===== src/pwd_pkg.sv =====
// constants, field layouts and types of the two-channel pwm register block
package pwd_pkg;

    // register index within a channel; byte address = 4 * (8 * channel + index)
    localparam logic [2:0] IDX_CTRL  = 3'h0;
    localparam logic [2:0] IDX_PER_L = 3'h1;
    localparam logic [2:0] IDX_PER_H = 3'h2;
    localparam logic [2:0] IDX_DUT_L = 3'h3;
    localparam logic [2:0] IDX_DUT_H = 3'h4;
    localparam logic [2:0] IDX_DT_L  = 3'h5;
    localparam logic [2:0] IDX_DT_H  = 3'h6;
    // shared configuration register index (mode and auto-reload bits)
    localparam logic [4:0] IDX_CFG   = 5'h10;

    // configuration field positions and reset value (auto-reload on)
    localparam int         CFG_IND_BIT    = 0;
    localparam int         CFG_RELOAD_BIT = 2;
    localparam logic [7:0] CFG_RESET      = 8'h0c;
    localparam logic [7:0] REG_RESET      = 8'h00;

    // prescaler terminal counts for divide by 1, 8, 32, 128
    localparam logic [6:0] DIV_TC1   = 7'h00;
    localparam logic [6:0] DIV_TC8   = 7'h07;
    localparam logic [6:0] DIV_TC32  = 7'h1f;
    localparam logic [6:0] DIV_TC128 = 7'h7f;

    // control register layout, bit 7 down to bit 0
    typedef struct packed {
        logic       irq_en;     // interrupt enable
        logic       ovf_flag;   // period overflow flag
        logic       flt_stat;   // fault shutdown status
        logic       flt_pol;    // fault input level that shuts down
        logic [1:0] out_pol;    // [1] primary low active, [0] secondary low active
        logic [1:0] clk_div;    // prescaler select
    } pwd_ctrl_s;

endpackage


===== src/pwd_top.sv =====
// two-channel 12-bit pwm with dead time, fault shutdown and avalon-mm registers
//
// Design decisions made here: the Avalon-MM register port and the register offsets.
`timescale 1ns/1ps
module pwd_top (
    input  wire logic        clk,
    input  wire logic        nrst,
    input  wire logic [6:0]  avs_address,
    input  wire logic        avs_read,
    input  wire logic        avs_write,
    input  wire logic [31:0] avs_writedata,
    input  wire logic [3:0]  avs_byteenable,
    output logic      [31:0] avs_readdata,
    output logic             avs_waitrequest,
    input  wire logic        ch0_fault_input,
    input  wire logic        ch1_fault_input,
    output logic             ch0_primary_out,
    output logic             ch0_secondary_out,
    output logic             ch1_primary_out,
    output logic             ch1_secondary_out,
    output logic             ch0_irq,
    output logic             ch1_irq
);

    ////////////////////////////////////////////////////////////////////////////
    // bus slave

    // word index of a channel register
    function automatic logic [4:0] reg_idx(input logic ch, input logic [2:0] k);
        return {1'b0, ch, k};
    endfunction

    wire        bus_req = avs_read | avs_write;        // request present
    wire        bus_acc = bus_req & ~avs_waitrequest;  // edge where access completes
    wire [4:0]  bus_idx = avs_address[6:2];            // word index
    wire        bus_wr  = avs_write & bus_acc & avs_byteenable[0]; // data lives in lane 0
    wire [7:0]  bus_wd  = avs_writedata[7:0];

    // register storage, one element per channel, except the shared cfg
    pwd_pkg::pwd_ctrl_s ctrl [2];      // control register
    logic [7:0]  per_lo [2];           // period low byte
    logic [3:0]  per_hi [2];           // period high nibble
    logic [7:0]  dut_lo [2];           // duty low byte
    logic [3:0]  dut_hi [2];           // duty high nibble
    logic [7:0]  dt_lo  [2];           // dead time low byte
    logic [3:0]  dt_hi  [2];           // dead time high nibble
    logic [7:0]  cfg;                  // mode and auto-reload bits

    // channel state
    logic [6:0]  psc     [2];          // prescaler count
    logic [11:0] cnt     [2];          // period counter
    logic [11:0] buf_per [2];          // staged values, loaded by low writes
    logic [11:0] buf_dut [2];
    logic [11:0] buf_dt  [2];
    logic [11:0] act_per [2];          // values in use this period
    logic [11:0] act_dut [2];
    logic [11:0] act_dt  [2];
    logic [1:0]  flt_s1;               // fault synchroniser first stage
    logic [1:0]  flt_s2;               // fault synchroniser second stage
    logic [1:0]  prim_q;               // output flops
    logic [1:0]  sec_q;
    logic [1:0]  irq_q;
    logic [1:0]  tick;                 // prescaled clock tick
    logic [1:0]  ovf;                  // period counter overflow
    wire  [1:0]  flt_in = {ch1_fault_input, ch0_fault_input};

    // read mux, reserved high bits and unmapped words read zero
    logic [7:0] rd_mux;
    always_comb begin
        rd_mux = 8'h00;
        if (bus_idx == pwd_pkg::IDX_CFG) begin
            rd_mux = cfg;
        end else if (!bus_idx[4]) begin
            case (bus_idx[2:0])
                pwd_pkg::IDX_CTRL:  rd_mux = ctrl[bus_idx[3]];
                pwd_pkg::IDX_PER_L: rd_mux = per_lo[bus_idx[3]];
                pwd_pkg::IDX_PER_H: rd_mux = {4'h0, per_hi[bus_idx[3]]};
                pwd_pkg::IDX_DUT_L: rd_mux = dut_lo[bus_idx[3]];
                pwd_pkg::IDX_DUT_H: rd_mux = {4'h0, dut_hi[bus_idx[3]]};
                pwd_pkg::IDX_DT_L:  rd_mux = dt_lo[bus_idx[3]];
                pwd_pkg::IDX_DT_H:  rd_mux = {4'h0, dt_hi[bus_idx[3]]};
                default:            rd_mux = 8'h00;
            endcase
        end
    end

    // one wait cycle per access: waitrequest drops for exactly one edge
    always_ff @(posedge clk) begin
        if (!nrst) begin
            avs_waitrequest <= 1'b1;
            avs_readdata    <= 32'h0000_0000;
        end else begin
            avs_waitrequest <= ~(bus_req & avs_waitrequest);
            if (avs_read & avs_waitrequest) begin
                avs_readdata <= {24'h00_0000, rd_mux};
            end
        end
    end

    // shared configuration register
    always_ff @(posedge clk) begin
        if (!nrst) begin
            cfg <= pwd_pkg::CFG_RESET;
        end else if (bus_wr && bus_idx == pwd_pkg::IDX_CFG) begin
            cfg <= {4'h0, bus_wd[3:0]};
        end
    end

    ////////////////////////////////////////////////////////////////////////////
    // channels

    genvar g;
    generate
        for (g = 0; g < 2; g++) begin : g_ch
            // register write strobes
            wire we_ctrl  = bus_wr && bus_idx == reg_idx(g[0], pwd_pkg::IDX_CTRL);
            wire we_per_l = bus_wr && bus_idx == reg_idx(g[0], pwd_pkg::IDX_PER_L);
            wire we_per_h = bus_wr && bus_idx == reg_idx(g[0], pwd_pkg::IDX_PER_H);
            wire we_dut_l = bus_wr && bus_idx == reg_idx(g[0], pwd_pkg::IDX_DUT_L);
            wire we_dut_h = bus_wr && bus_idx == reg_idx(g[0], pwd_pkg::IDX_DUT_H);
            wire we_dt_l  = bus_wr && bus_idx == reg_idx(g[0], pwd_pkg::IDX_DT_L);
            wire we_dt_h  = bus_wr && bus_idx == reg_idx(g[0], pwd_pkg::IDX_DT_H);
            wire indep    = cfg[pwd_pkg::CFG_IND_BIT + g];
            wire reload   = cfg[pwd_pkg::CFG_RELOAD_BIT + g];

            // prescaler terminal count from the clock select field
            logic [6:0] tc;
            always_comb begin
                case (ctrl[g].clk_div)
                    2'h0:    tc = pwd_pkg::DIV_TC1;
                    2'h1:    tc = pwd_pkg::DIV_TC8;
                    2'h2:    tc = pwd_pkg::DIV_TC32;
                    default: tc = pwd_pkg::DIV_TC128;
                endcase
            end
            assign tick[g] = (psc[g] >= tc);

            // wrap point: a zero period wraps on every tick
            wire [11:0] wrap_pt = (act_per[g] == 12'h000) ? 12'h000 : act_per[g] - 12'h001;
            assign ovf[g] = tick[g] & (cnt[g] >= wrap_pt);

            // interval decode on 13 bits so sums cannot overflow
            wire [12:0] c13      = {1'b0, cnt[g]};
            wire [12:0] sec_on   = {1'b0, act_dut[g]} + {1'b0, act_dt[g]};
            wire [12:0] sec_off  = c13 + {1'b0, act_dt[g]};
            wire        prim_act = cnt[g] < act_dut[g];
            wire        comp_act = (c13 >= sec_on) && (sec_off < {1'b0, act_per[g]});
            wire        sec_act  = indep ? (cnt[g] < act_dt[g]) : comp_act;
            wire        flt_hit  = (flt_s2[g] == ctrl[g].flt_pol);

            // prescaler and period counter
            always_ff @(posedge clk) begin
                if (!nrst) begin
                    psc[g] <= 7'h00;
                    cnt[g] <= 12'h000;
                end else begin
                    psc[g] <= tick[g] ? 7'h00 : psc[g] + 7'h01;
                    if (tick[g]) begin
                        cnt[g] <= ovf[g] ? 12'h000 : cnt[g] + 12'h001;
                    end
                end
            end

            // setting registers; a low write stages the full 12-bit value
            always_ff @(posedge clk) begin
                if (!nrst) begin
                    per_lo[g]  <= pwd_pkg::REG_RESET;
                    per_hi[g]  <= 4'h0;
                    dut_lo[g]  <= pwd_pkg::REG_RESET;
                    dut_hi[g]  <= 4'h0;
                    dt_lo[g]   <= pwd_pkg::REG_RESET;
                    dt_hi[g]   <= 4'h0;
                    buf_per[g] <= 12'h000;
                    buf_dut[g] <= 12'h000;
                    buf_dt[g]  <= 12'h000;
                end else begin
                    if (we_per_h) per_hi[g] <= bus_wd[3:0];
                    if (we_dut_h) dut_hi[g] <= bus_wd[3:0];
                    if (we_dt_h)  dt_hi[g]  <= bus_wd[3:0];
                    if (we_per_l) begin
                        per_lo[g]  <= bus_wd;
                        buf_per[g] <= {per_hi[g], bus_wd};
                    end
                    if (we_dut_l) begin
                        dut_lo[g]  <= bus_wd;
                        buf_dut[g] <= {dut_hi[g], bus_wd};
                    end
                    if (we_dt_l) begin
                        dt_lo[g]  <= bus_wd;
                        buf_dt[g] <= {dt_hi[g], bus_wd};
                    end
                end
            end

            // values in use change only at overflow while auto-reload is on
            always_ff @(posedge clk) begin
                if (!nrst) begin
                    act_per[g] <= 12'h000;
                    act_dut[g] <= 12'h000;
                    act_dt[g]  <= 12'h000;
                end else if (ovf[g] && reload) begin
                    act_per[g] <= buf_per[g];
                    act_dut[g] <= buf_dut[g];
                    act_dt[g]  <= buf_dt[g];
                end
            end

            // control register: hardware set wins over a software clear
            always_ff @(posedge clk) begin
                if (!nrst) begin
                    ctrl[g] <= pwd_pkg::REG_RESET;
                end else begin
                    if (we_ctrl) begin
                        ctrl[g].irq_en  <= bus_wd[7];
                        ctrl[g].flt_pol <= bus_wd[4];
                        ctrl[g].out_pol <= bus_wd[3:2];
                        ctrl[g].clk_div <= bus_wd[1:0];
                    end
                    // writing 0 clears, writing 1 leaves the flag alone
                    ctrl[g].ovf_flag <= ovf[g] | (ctrl[g].ovf_flag & ~(we_ctrl & ~bus_wd[6]));
                    ctrl[g].flt_stat <= flt_hit | (ctrl[g].flt_stat & ~(we_ctrl & ~bus_wd[5]));
                end
            end

            // fault input synchroniser and registered outputs
            always_ff @(posedge clk) begin
                if (!nrst) begin
                    flt_s1[g] <= 1'b1;  // idle at the level that does not trip the reset polarity,
                    flt_s2[g] <= 1'b1;  // so no false fault status right after reset
                    prim_q[g] <= 1'b0;
                    sec_q[g]  <= 1'b0;
                    irq_q[g]  <= 1'b0;
                end else begin
                    flt_s1[g] <= flt_in[g];
                    flt_s2[g] <= flt_s1[g];
                    prim_q[g] <= (prim_act & ~ctrl[g].flt_stat) ^ ctrl[g].out_pol[1];
                    sec_q[g]  <= (sec_act & ~ctrl[g].flt_stat) ^ ctrl[g].out_pol[0];
                    irq_q[g]  <= ctrl[g].irq_en & ctrl[g].ovf_flag;
                end
            end
        end
    endgenerate

    // pins and interrupt requests
    assign ch0_primary_out   = prim_q[0];
    assign ch1_primary_out   = prim_q[1];
    assign ch0_secondary_out = sec_q[0];
    assign ch1_secondary_out = sec_q[1];
    assign ch0_irq           = irq_q[0];
    assign ch1_irq           = irq_q[1];

    ////////////////////////////////////////////////////////////////////////////
    // assertions

    wire rd_hi0 = avs_read & avs_waitrequest && bus_idx == reg_idx(1'b0, pwd_pkg::IDX_DUT_H);

    property p_hi_reads_zero;
        @(posedge clk) disable iff (!nrst) rd_hi0 |=> (avs_readdata[31:4] == 28'h0);
    endproperty
    a_hi_reads_zero: assert property (p_hi_reads_zero) else $error("high register upper bits not zero");

    property p_duty_held;
        @(posedge clk) disable iff (!nrst) !ovf[0] |=> (act_dut[0] == $past(act_dut[0]));
    endproperty
    a_duty_held: assert property (p_duty_held) else $error("duty changed inside a period");

    property p_per_hi_alone;
        @(posedge clk) disable iff (!nrst)
            (bus_wr && bus_idx == reg_idx(1'b0, pwd_pkg::IDX_PER_H)) |=> (buf_per[0] == $past(buf_per[0]));
    endproperty
    a_per_hi_alone: assert property (p_per_hi_alone) else $error("period high write changed period");

    property p_ovf_flag;
        @(posedge clk) disable iff (!nrst) ovf[0] |=> ctrl[0].ovf_flag;
    endproperty
    a_ovf_flag: assert property (p_ovf_flag) else $error("overflow flag not set");

    property p_fault_set;
        @(posedge clk) disable iff (!nrst) (flt_s2[1] == ctrl[1].flt_pol) |=> ctrl[1].flt_stat;
    endproperty
    a_fault_set: assert property (p_fault_set) else $error("fault status not set");

    property p_fault_off;
        @(posedge clk) disable iff (!nrst)
            ctrl[1].flt_stat |=> (prim_q[1] == $past(ctrl[1].out_pol[1])) && (sec_q[1] == $past(ctrl[1].out_pol[0]));
    endproperty
    a_fault_off: assert property (p_fault_off) else $error("outputs active during fault");

    property p_div8;
        @(posedge clk) disable iff (!nrst)
            (tick[0] && ctrl[0].clk_div == 2'h1 && !(bus_wr && bus_idx == 5'h00)) |=> !tick[0] [*7];
    endproperty
    a_div8: assert property (p_div8) else $error("divide by 8 tick spacing wrong");

    property p_irq_gate;
        @(posedge clk) disable iff (!nrst) ch1_irq |-> $past(ctrl[1].irq_en) && $past(ctrl[1].ovf_flag);
    endproperty
    a_irq_gate: assert property (p_irq_gate) else $error("interrupt without enable and flag");

    property p_frozen;
        @(posedge clk) disable iff (!nrst) !cfg[pwd_pkg::CFG_RELOAD_BIT]
            |=> (act_per[0] == $past(act_per[0])) && (act_dut[0] == $past(act_dut[0]));
    endproperty
    a_frozen: assert property (p_frozen) else $error("values in use changed with reload off");

    c_overflow: cover property (@(posedge clk) disable iff (!nrst) ovf[0] && act_per[0] > 12'h003);
    c_fault:    cover property (@(posedge clk) disable iff (!nrst) ctrl[1].flt_stat);
    c_indep:    cover property (@(posedge clk) disable iff (!nrst) cfg[0] && act_dt[0] != 12'h000 && sec_q[0]);
    c_read:     cover property (@(posedge clk) disable iff (!nrst) avs_read && !avs_waitrequest);

endmodule


===== config.mk =====
export PLATFORM = sky130hd
export DESIGN_NAME = pwd_top
export DESIGN_NICKNAME = d
export VERILOG_FILES = /design/src/pwd_pkg.sv /design/src/pwd_top.sv
export SDC_FILE = /design/constraint.sdc
export NUM_CORES = 1
export LEC_CHECK = 0
export BUFFER_PORTS_ARGS = -buffer_cell sky130_fd_sc_hd__buf_2
export CORE_MARGIN = 2
export CORE_UTILIZATION = 61
export CTS_CLUSTER_DIAMETER = 60
export DETAILED_ROUTE_END_ITERATION = 7
export PLACE_DENSITY = 0.8
export SLEW_MARGIN = 5
export SYNTH_ARGS = -nofsm -noshare
export SYNTH_HDL_FRONTEND = slang
export SYNTH_SLANG_ARGS = --single-unit

===== constraint.sdc =====
create_clock -name clk -period 6.3 [get_ports clk]
set_input_delay 0 -clock clk [delete_from_list [all_inputs] [get_ports clk]]
set_output_delay 0 -clock clk [all_outputs]
set_load 0.02 [all_outputs]

### Word level (Yosys, flattened, before mapping)

Memory sizes are Yosys's and may differ from the RTL's.
Cells that the tools add are included.

* multiplexer cells: 109
* reduce and logical (&&, ||, !) cells: 25
* add/sub/neg operators: 10
* magnitude comparators: 12
* equality and inequality tests: 26
* bitwise gates (word level): 80

Operator list (number)
* $mux 12: 18
* $mux 1: 66
* $mux 8: 8
* $pmux 8 s7: 1
* $add 12x12->13: 4
* $lt 12x12->1: 4
* $or 1x1->1: 45
* $pmux 7 s3: 2
* $eq 5x4->1 const B: 7
* $mux 7: 4
* $ge 12x13->1: 2
* $lt 13x12->1: 2
* $add 12x1->12 const B: 2
* $ge 12x12->1: 2
* $logic_not 12->1: 2
* $mux 4: 6
* $sub 12x1->12 const B: 2
* $and 1x1->1: 21
* $logic_and 1x1->1: 19
* $eq 5x3->1 const B: 3
* $add 7x1->7 const B: 2
* $ge 7x7->1: 2
* $eq 5x2->1 const B: 2
* $not 1->1: 10
* other kinds (13): 26

* memories: 15
* output and inout port bits: 39
* register bits: 23
* memory bits (writable): 270
* input port bits: 49
* word-level logic and storage cells: 290

Memories
* act_dt: depth 2, bits a word 12, read ports 2, clocked after memory_dff 0, wr ports 2, RTL line pwd_top.sv:57 `logic [11:0] act_dt [2];`
* act_dut: depth 2, bits a word 12, read ports 2, clocked after memory_dff 0, wr ports 2, RTL line pwd_top.sv:56 `logic [11:0] act_dut [2];`
* act_per: depth 2, bits a word 12, read ports 2, clocked after memory_dff 0, wr ports 2, RTL line pwd_top.sv:55 `logic [11:0] act_per [2];`
* buf_dt: depth 2, bits a word 12, read ports 2, clocked after memory_dff 0, wr ports 2, RTL line pwd_top.sv:54 `logic [11:0] buf_dt [2];`
* buf_dut: depth 2, bits a word 12, read ports 2, clocked after memory_dff 0, wr ports 2, RTL line pwd_top.sv:53 `logic [11:0] buf_dut [2];`
* buf_per: depth 2, bits a word 12, read ports 2, clocked after memory_dff 0, wr ports 2, RTL line pwd_top.sv:52 `logic [11:0] buf_per [2];`
* 9 more memories

### Logic depth before layout (Yosys ltp)

* depth in word-level cells: 10
* mapped depth: 18
* gate-level depth less buffers: 18

### Worst setup path before layout

Ideal clock, no wire load.

* path kind: flip-flop to flip-flop
* from: memory act_per[0][2]
* to: memory act_dt[0][0], enable pin
* path slack: 2554 ps
* stages on the path, launching flop included: 16
* required time: 5909 ps
* path buffers: 2
* arrival: 3355 ps
* library setup time: 391 ps
* clock period less this slack: 3746 ps
* path through: edfxtp_1 > nor2_1 > nand3_1 > nor2_1 > nand4_1 > clkbuf_1 > and2_1 > ha_1 > nand2b_1 > a21o_1 > a21oi_1 > o211ai_1 > a211oi_1 > nor2b_1 > clkbuf_1 > a21bo_1

RTL lines (RTL line)
* start, declared: pwd_top.sv:55
* end, declared: pwd_top.sv:57

==> impl_results.md <==
- Actual transition at the worst max-transition pin: 1040 ps
- Vias in the first global route: 11700
- Total I/O pin count: 88
- Die extent in x: between 150 and 200 um
- Reg2Reg Setup Slack: 2110 ps
- Number of enable flip-flop cells after synthesis: 204
- Root Driver: sky130_fd_sc_hd__clkbuf_16
- Routed Antenna Nets: 0
- Static Leak: between 7 and 8 nW
- Arrival time reported for the critical path endpoint: 4650 ps
- Total non-filler cell area in the finished layout: between 15000 and 20000 sq um
- Routability Congestion: 0.958
- Most frequent cells after synthesis: 204 x sky130_fd_sc_hd__edfxtp_1, 186 x sky130_fd_sc_hd__ha_1, 110 x sky130_fd_sc_hd__and2_1, 110 x sky130_fd_sc_hd__nor2_1, 107 x sky130_fd_sc_hd__inv_1
- Endpoint, Worst Hold: cfg[2]
- Element type at the critical path end: register
- Outcome: completed
- Via/cell ratio: 6.05
- Detailed-router iteration count before antenna repair: 7
- Post-DP HPWL: 28.7 mm
- Worst-Skew Late Latency: 540 ps
- Via count: 11800
- Pin count of the biggest net entering global routing: between 60 and 70
- Cells on Worst Hold Path: 3
- Total number of placement rows: 59
- XOR/XNOR Fraction of Synth Area: 0.0500
- Detailed-route DRC error count: 0
- Antenna Diode Count: 0
- Effective utilization at floorplan: 0.621
- Worst R2R Path Depth: 15
- Biggest area contributors in the synthesized netlist: sky130_fd_sc_hd__edfxtp_1 38%, sky130_fd_sc_hd__ha_1 14%, sky130_fd_sc_hd__dfxtp_1 5.1%
- Setup Viol. Count Final: 0
- Post-synthesis share of cell area spent on and, or, nand and nor gates: 0.186
- Most instantiated flip-flop cell in the synthesis netlist: sky130_fd_sc_hd__edfxtp_1
- Synth Area in Compound Gates: 0.108
- Floorplan Core Area: 26000 sq um
- Input/output buffers: 34
- TritonCTS Buffers: 28
- Detailed Route Iter0 Violations: 1114
- Fin nets: 1838
- Async set or reset register ratio after synthesis: 0
- Area growth, synth to finish: 8.54%
- Clock sink count: 245
- Area of the mapped netlist: approximately 16000 sq um
- Fraction of layout cells with a size suffix above 1: 0.0679
- Startpoint types: register
- Number of max-slew violations in the final report: 0
- Cell area reported after detailed placement: 16500 sq um
- Filler instances: 1939
- Worst slew margin relative to its limit: 0.305
- Routed wirelength normalized by instance count: 19.4 um
- Adder-cell area share of the yosys netlist: 0.149
- Final period demand of the worst path: 4190 ps
- Total area of multi-input combinational cells: 8450 sq um
- Syn. warnings: 0
- Area taken by flip-flops and latches: 6950 sq um
- Number of max-cap violations: 0
- Worst min-delay path class: input pin to register
- Die height: 167 um
- Hold Path Origin: nrst
- Level count of the clock H-tree: 1
- Sum of overflow across all layers after global routing: 0
- Largest fanout on the critical path: 9
- Clock transition at the register clock pins on the worst setup and hold paths after CTS: ~60 ps
- Total die area: 27800 sq um
- Overall Global Routing Usage: 0.273
- Worst ir drop on vdd: 258 uV
- End of the worst register-to-register path: ch1_secondary_out
- Reg2reg start: cnt[1][1]
- Total of flip-flops plus latches after synthesis: roughly 250
- First-pass GRT wire length: 60.6 mm
- Most frequently used cell type in the post-synthesis netlist: sky130_fd_sc_hd__edfxtp_1
- Cells after Synth: 1559
- Required time of the critical path: 6760 ps
- Maximum buffer depth of the clock tree: 3
- Synth Area per Inst: 10.3 sq um
- Routed Wire Length: 38.0 mm
- Setup repair after global routing missed its margin: no
- CP Class: register to register
- Number of distinct library cells after synthesis: 81
- Post-synth top area share: 0.380
- Cell area power density: 236 nW/um^2
- Clock tree from TritonCTS: done
- Mux contribution to synthesized area: 0.0247
- Final count of hold timing violations: 0
- Dominant combinational cell family by area after synthesis: simple AND/OR/NAND/NOR gates
- Initial antenna violation count: 0
- Largest clock skew in the final design: ~12 ps
- Sequential share of the synthesized area: 0.431
- Maximum clock frequency: 239 MHz
- Total negative slack for setup checks: 0 ps
- Post-synthesis cell type with the largest combined area: sky130_fd_sc_hd__edfxtp_1
- Share of the clock period used by the worst path: 0.665
-- where the power goes --
part | internal [mW] | total (mW) | switching [mW]
logic | 0.276 | 0.677 | 0.401
registers | 1.83 | 1.91 | 0.0826
clock network | 0.892 | 1.54 | 0.650
-- worst max-delay path: stages, from the launching register on --
cell	delay [ps]
sky130_fd_sc_hd__edfxtp_1	570
sky130_fd_sc_hd__inv_1	120
sky130_fd_sc_hd__fa_1	480
sky130_fd_sc_hd__o21ba_1	220
sky130_fd_sc_hd__or4_1	440
sky130_fd_sc_hd__a31oi_2	230
sky130_fd_sc_hd__a21oi_1	100
sky130_fd_sc_hd__nor2_1	90
sky130_fd_sc_hd__nor2_1	50
sky130_fd_sc_hd__xnor2_1	160
sky130_fd_sc_hd__ha_1	270
sky130_fd_sc_hd__a21o_1	160
sky130_fd_sc_hd__a2111oi_1	390
sky130_fd_sc_hd__o211ai_1	160
sky130_fd_sc_hd__o31ai_2	410
sky130_fd_sc_hd__mux2i_1	240
-- layout by cell type, fill, tap and decap left out, drive strengths merged, types with 45 or more instances in the layout --
cell	n
ha	186
xnor2	47
buf	48
edfxtp	204
and2	110
and3	89
nor2	110
inv	110
xor2	45
nand2	82
o21ai	52
a21oi	50
-- metal layers --
metal / part of all wire / vias to the layer above / GRT usage
li1: - / 5646 / -
met1: 0.43 / 5656 / 0.371
met2: 0.47 / 435 / 0.447
met3: 0.072 / 101 / 0.0416
met4: 0.037 / 0 / 0.0960
met5: 0 / - / 0
-- area by class of cell --
| type | instances | area share |
|---|---|---|
| Multi-Input combinational cell | 1156 | 0.483 |
| Sequential cell | 245 | 0.397 |
| Clock buffer | 40 | 0.0458 |
| Tap cell | 335 | 0.0239 |
| Timing Repair Buffer | 61 | 0.0232 |
| Inverter | 107 | 0.0229 |
| Clock inverter | 12 | 0.00465 |
-- sequential cells by signal, summed over array words and instances, names as in the netlist, 2 cells and up --
| name | cells |
|---|---|
| buf_per | 17 |
| act_dut | 24 |
| ctrl | 16 |
| act_dt | 24 |
| dut_hi | 8 |
| flt_s2 | 2 |
| per_hi | 8 |
| dt_lo | 14 |
| dt_hi | 8 |
| buf_dut | 24 |
| per_lo | 7 |
| cnt | 24 |
| avs_readdata | 8 |
| flt_s1 | 2 |
| act_per | 24 |
| psc | 14 |
| buf_dt | 10 |
| cfg | 4 |
-- kinds of logic (layout without fill, tap and decap cells) --
logic type                 after synthesis  count (layout)
AOI/OAI and AO/OA                      252             252
xor gates and xnor gates                92              92
adders and majority gates              190             190
buffers and inverters                  181             220
DFF                                    245             245
muxes                                   36              36
other                                    1              24
and+or+nand+nor                        562             562
-- how the worst max path moves through the flow --
stage,endpoint,cells past startpoint,startpoint,slack (ps)
final,ch1_secondary_out,15,cnt[1][1],2110
after global placement,ch1_secondary_out,16,cnt[1][0],2270
after global routing,ch1_secondary_out,15,cnt[1][1],1780
after detailed placement,ch1_secondary_out,15,cnt[1][1],2140
after floorplan,act_dt[0][0],15,act_per[0][2],2550
after CTS,ch1_secondary_out,15,cnt[1][1],2130
-- stage by stage --
| stage | cells | hold slack, ps | utilization | total power [mW] | setup WS, ps |
|---|---|---|---|---|---|
| 2_1_floorplan | 1582 | 101 | - | 2.41 | 2550 |
| 3_3_place_gp | 1891 | 183 | 0.635 | 2.57 | 2270 |
| 3_5_place_dp | 1891 | 185 | 0.635 | 2.60 | 2140 |
| 4_1_cts | 1956 | 2.73 | 0.674 | 4.13 | 2130 |
| 5_1_grt | 1956 | 27.8 | 0.674 | 4.30 | 1780 |
| 6_report | 1956 | 16.6 | 0.674 | 4.13 | 2110 |
-- repair_timing --
action / 4_1_cts / 5_1_grt
gates resized for setup: 0 / 0
hold buffers: 13 / 0
hold endpoints to repair: 49 / 0
buffers inserted: 0 / 0
No activity file was read; power rests on OpenSTA's default activity.
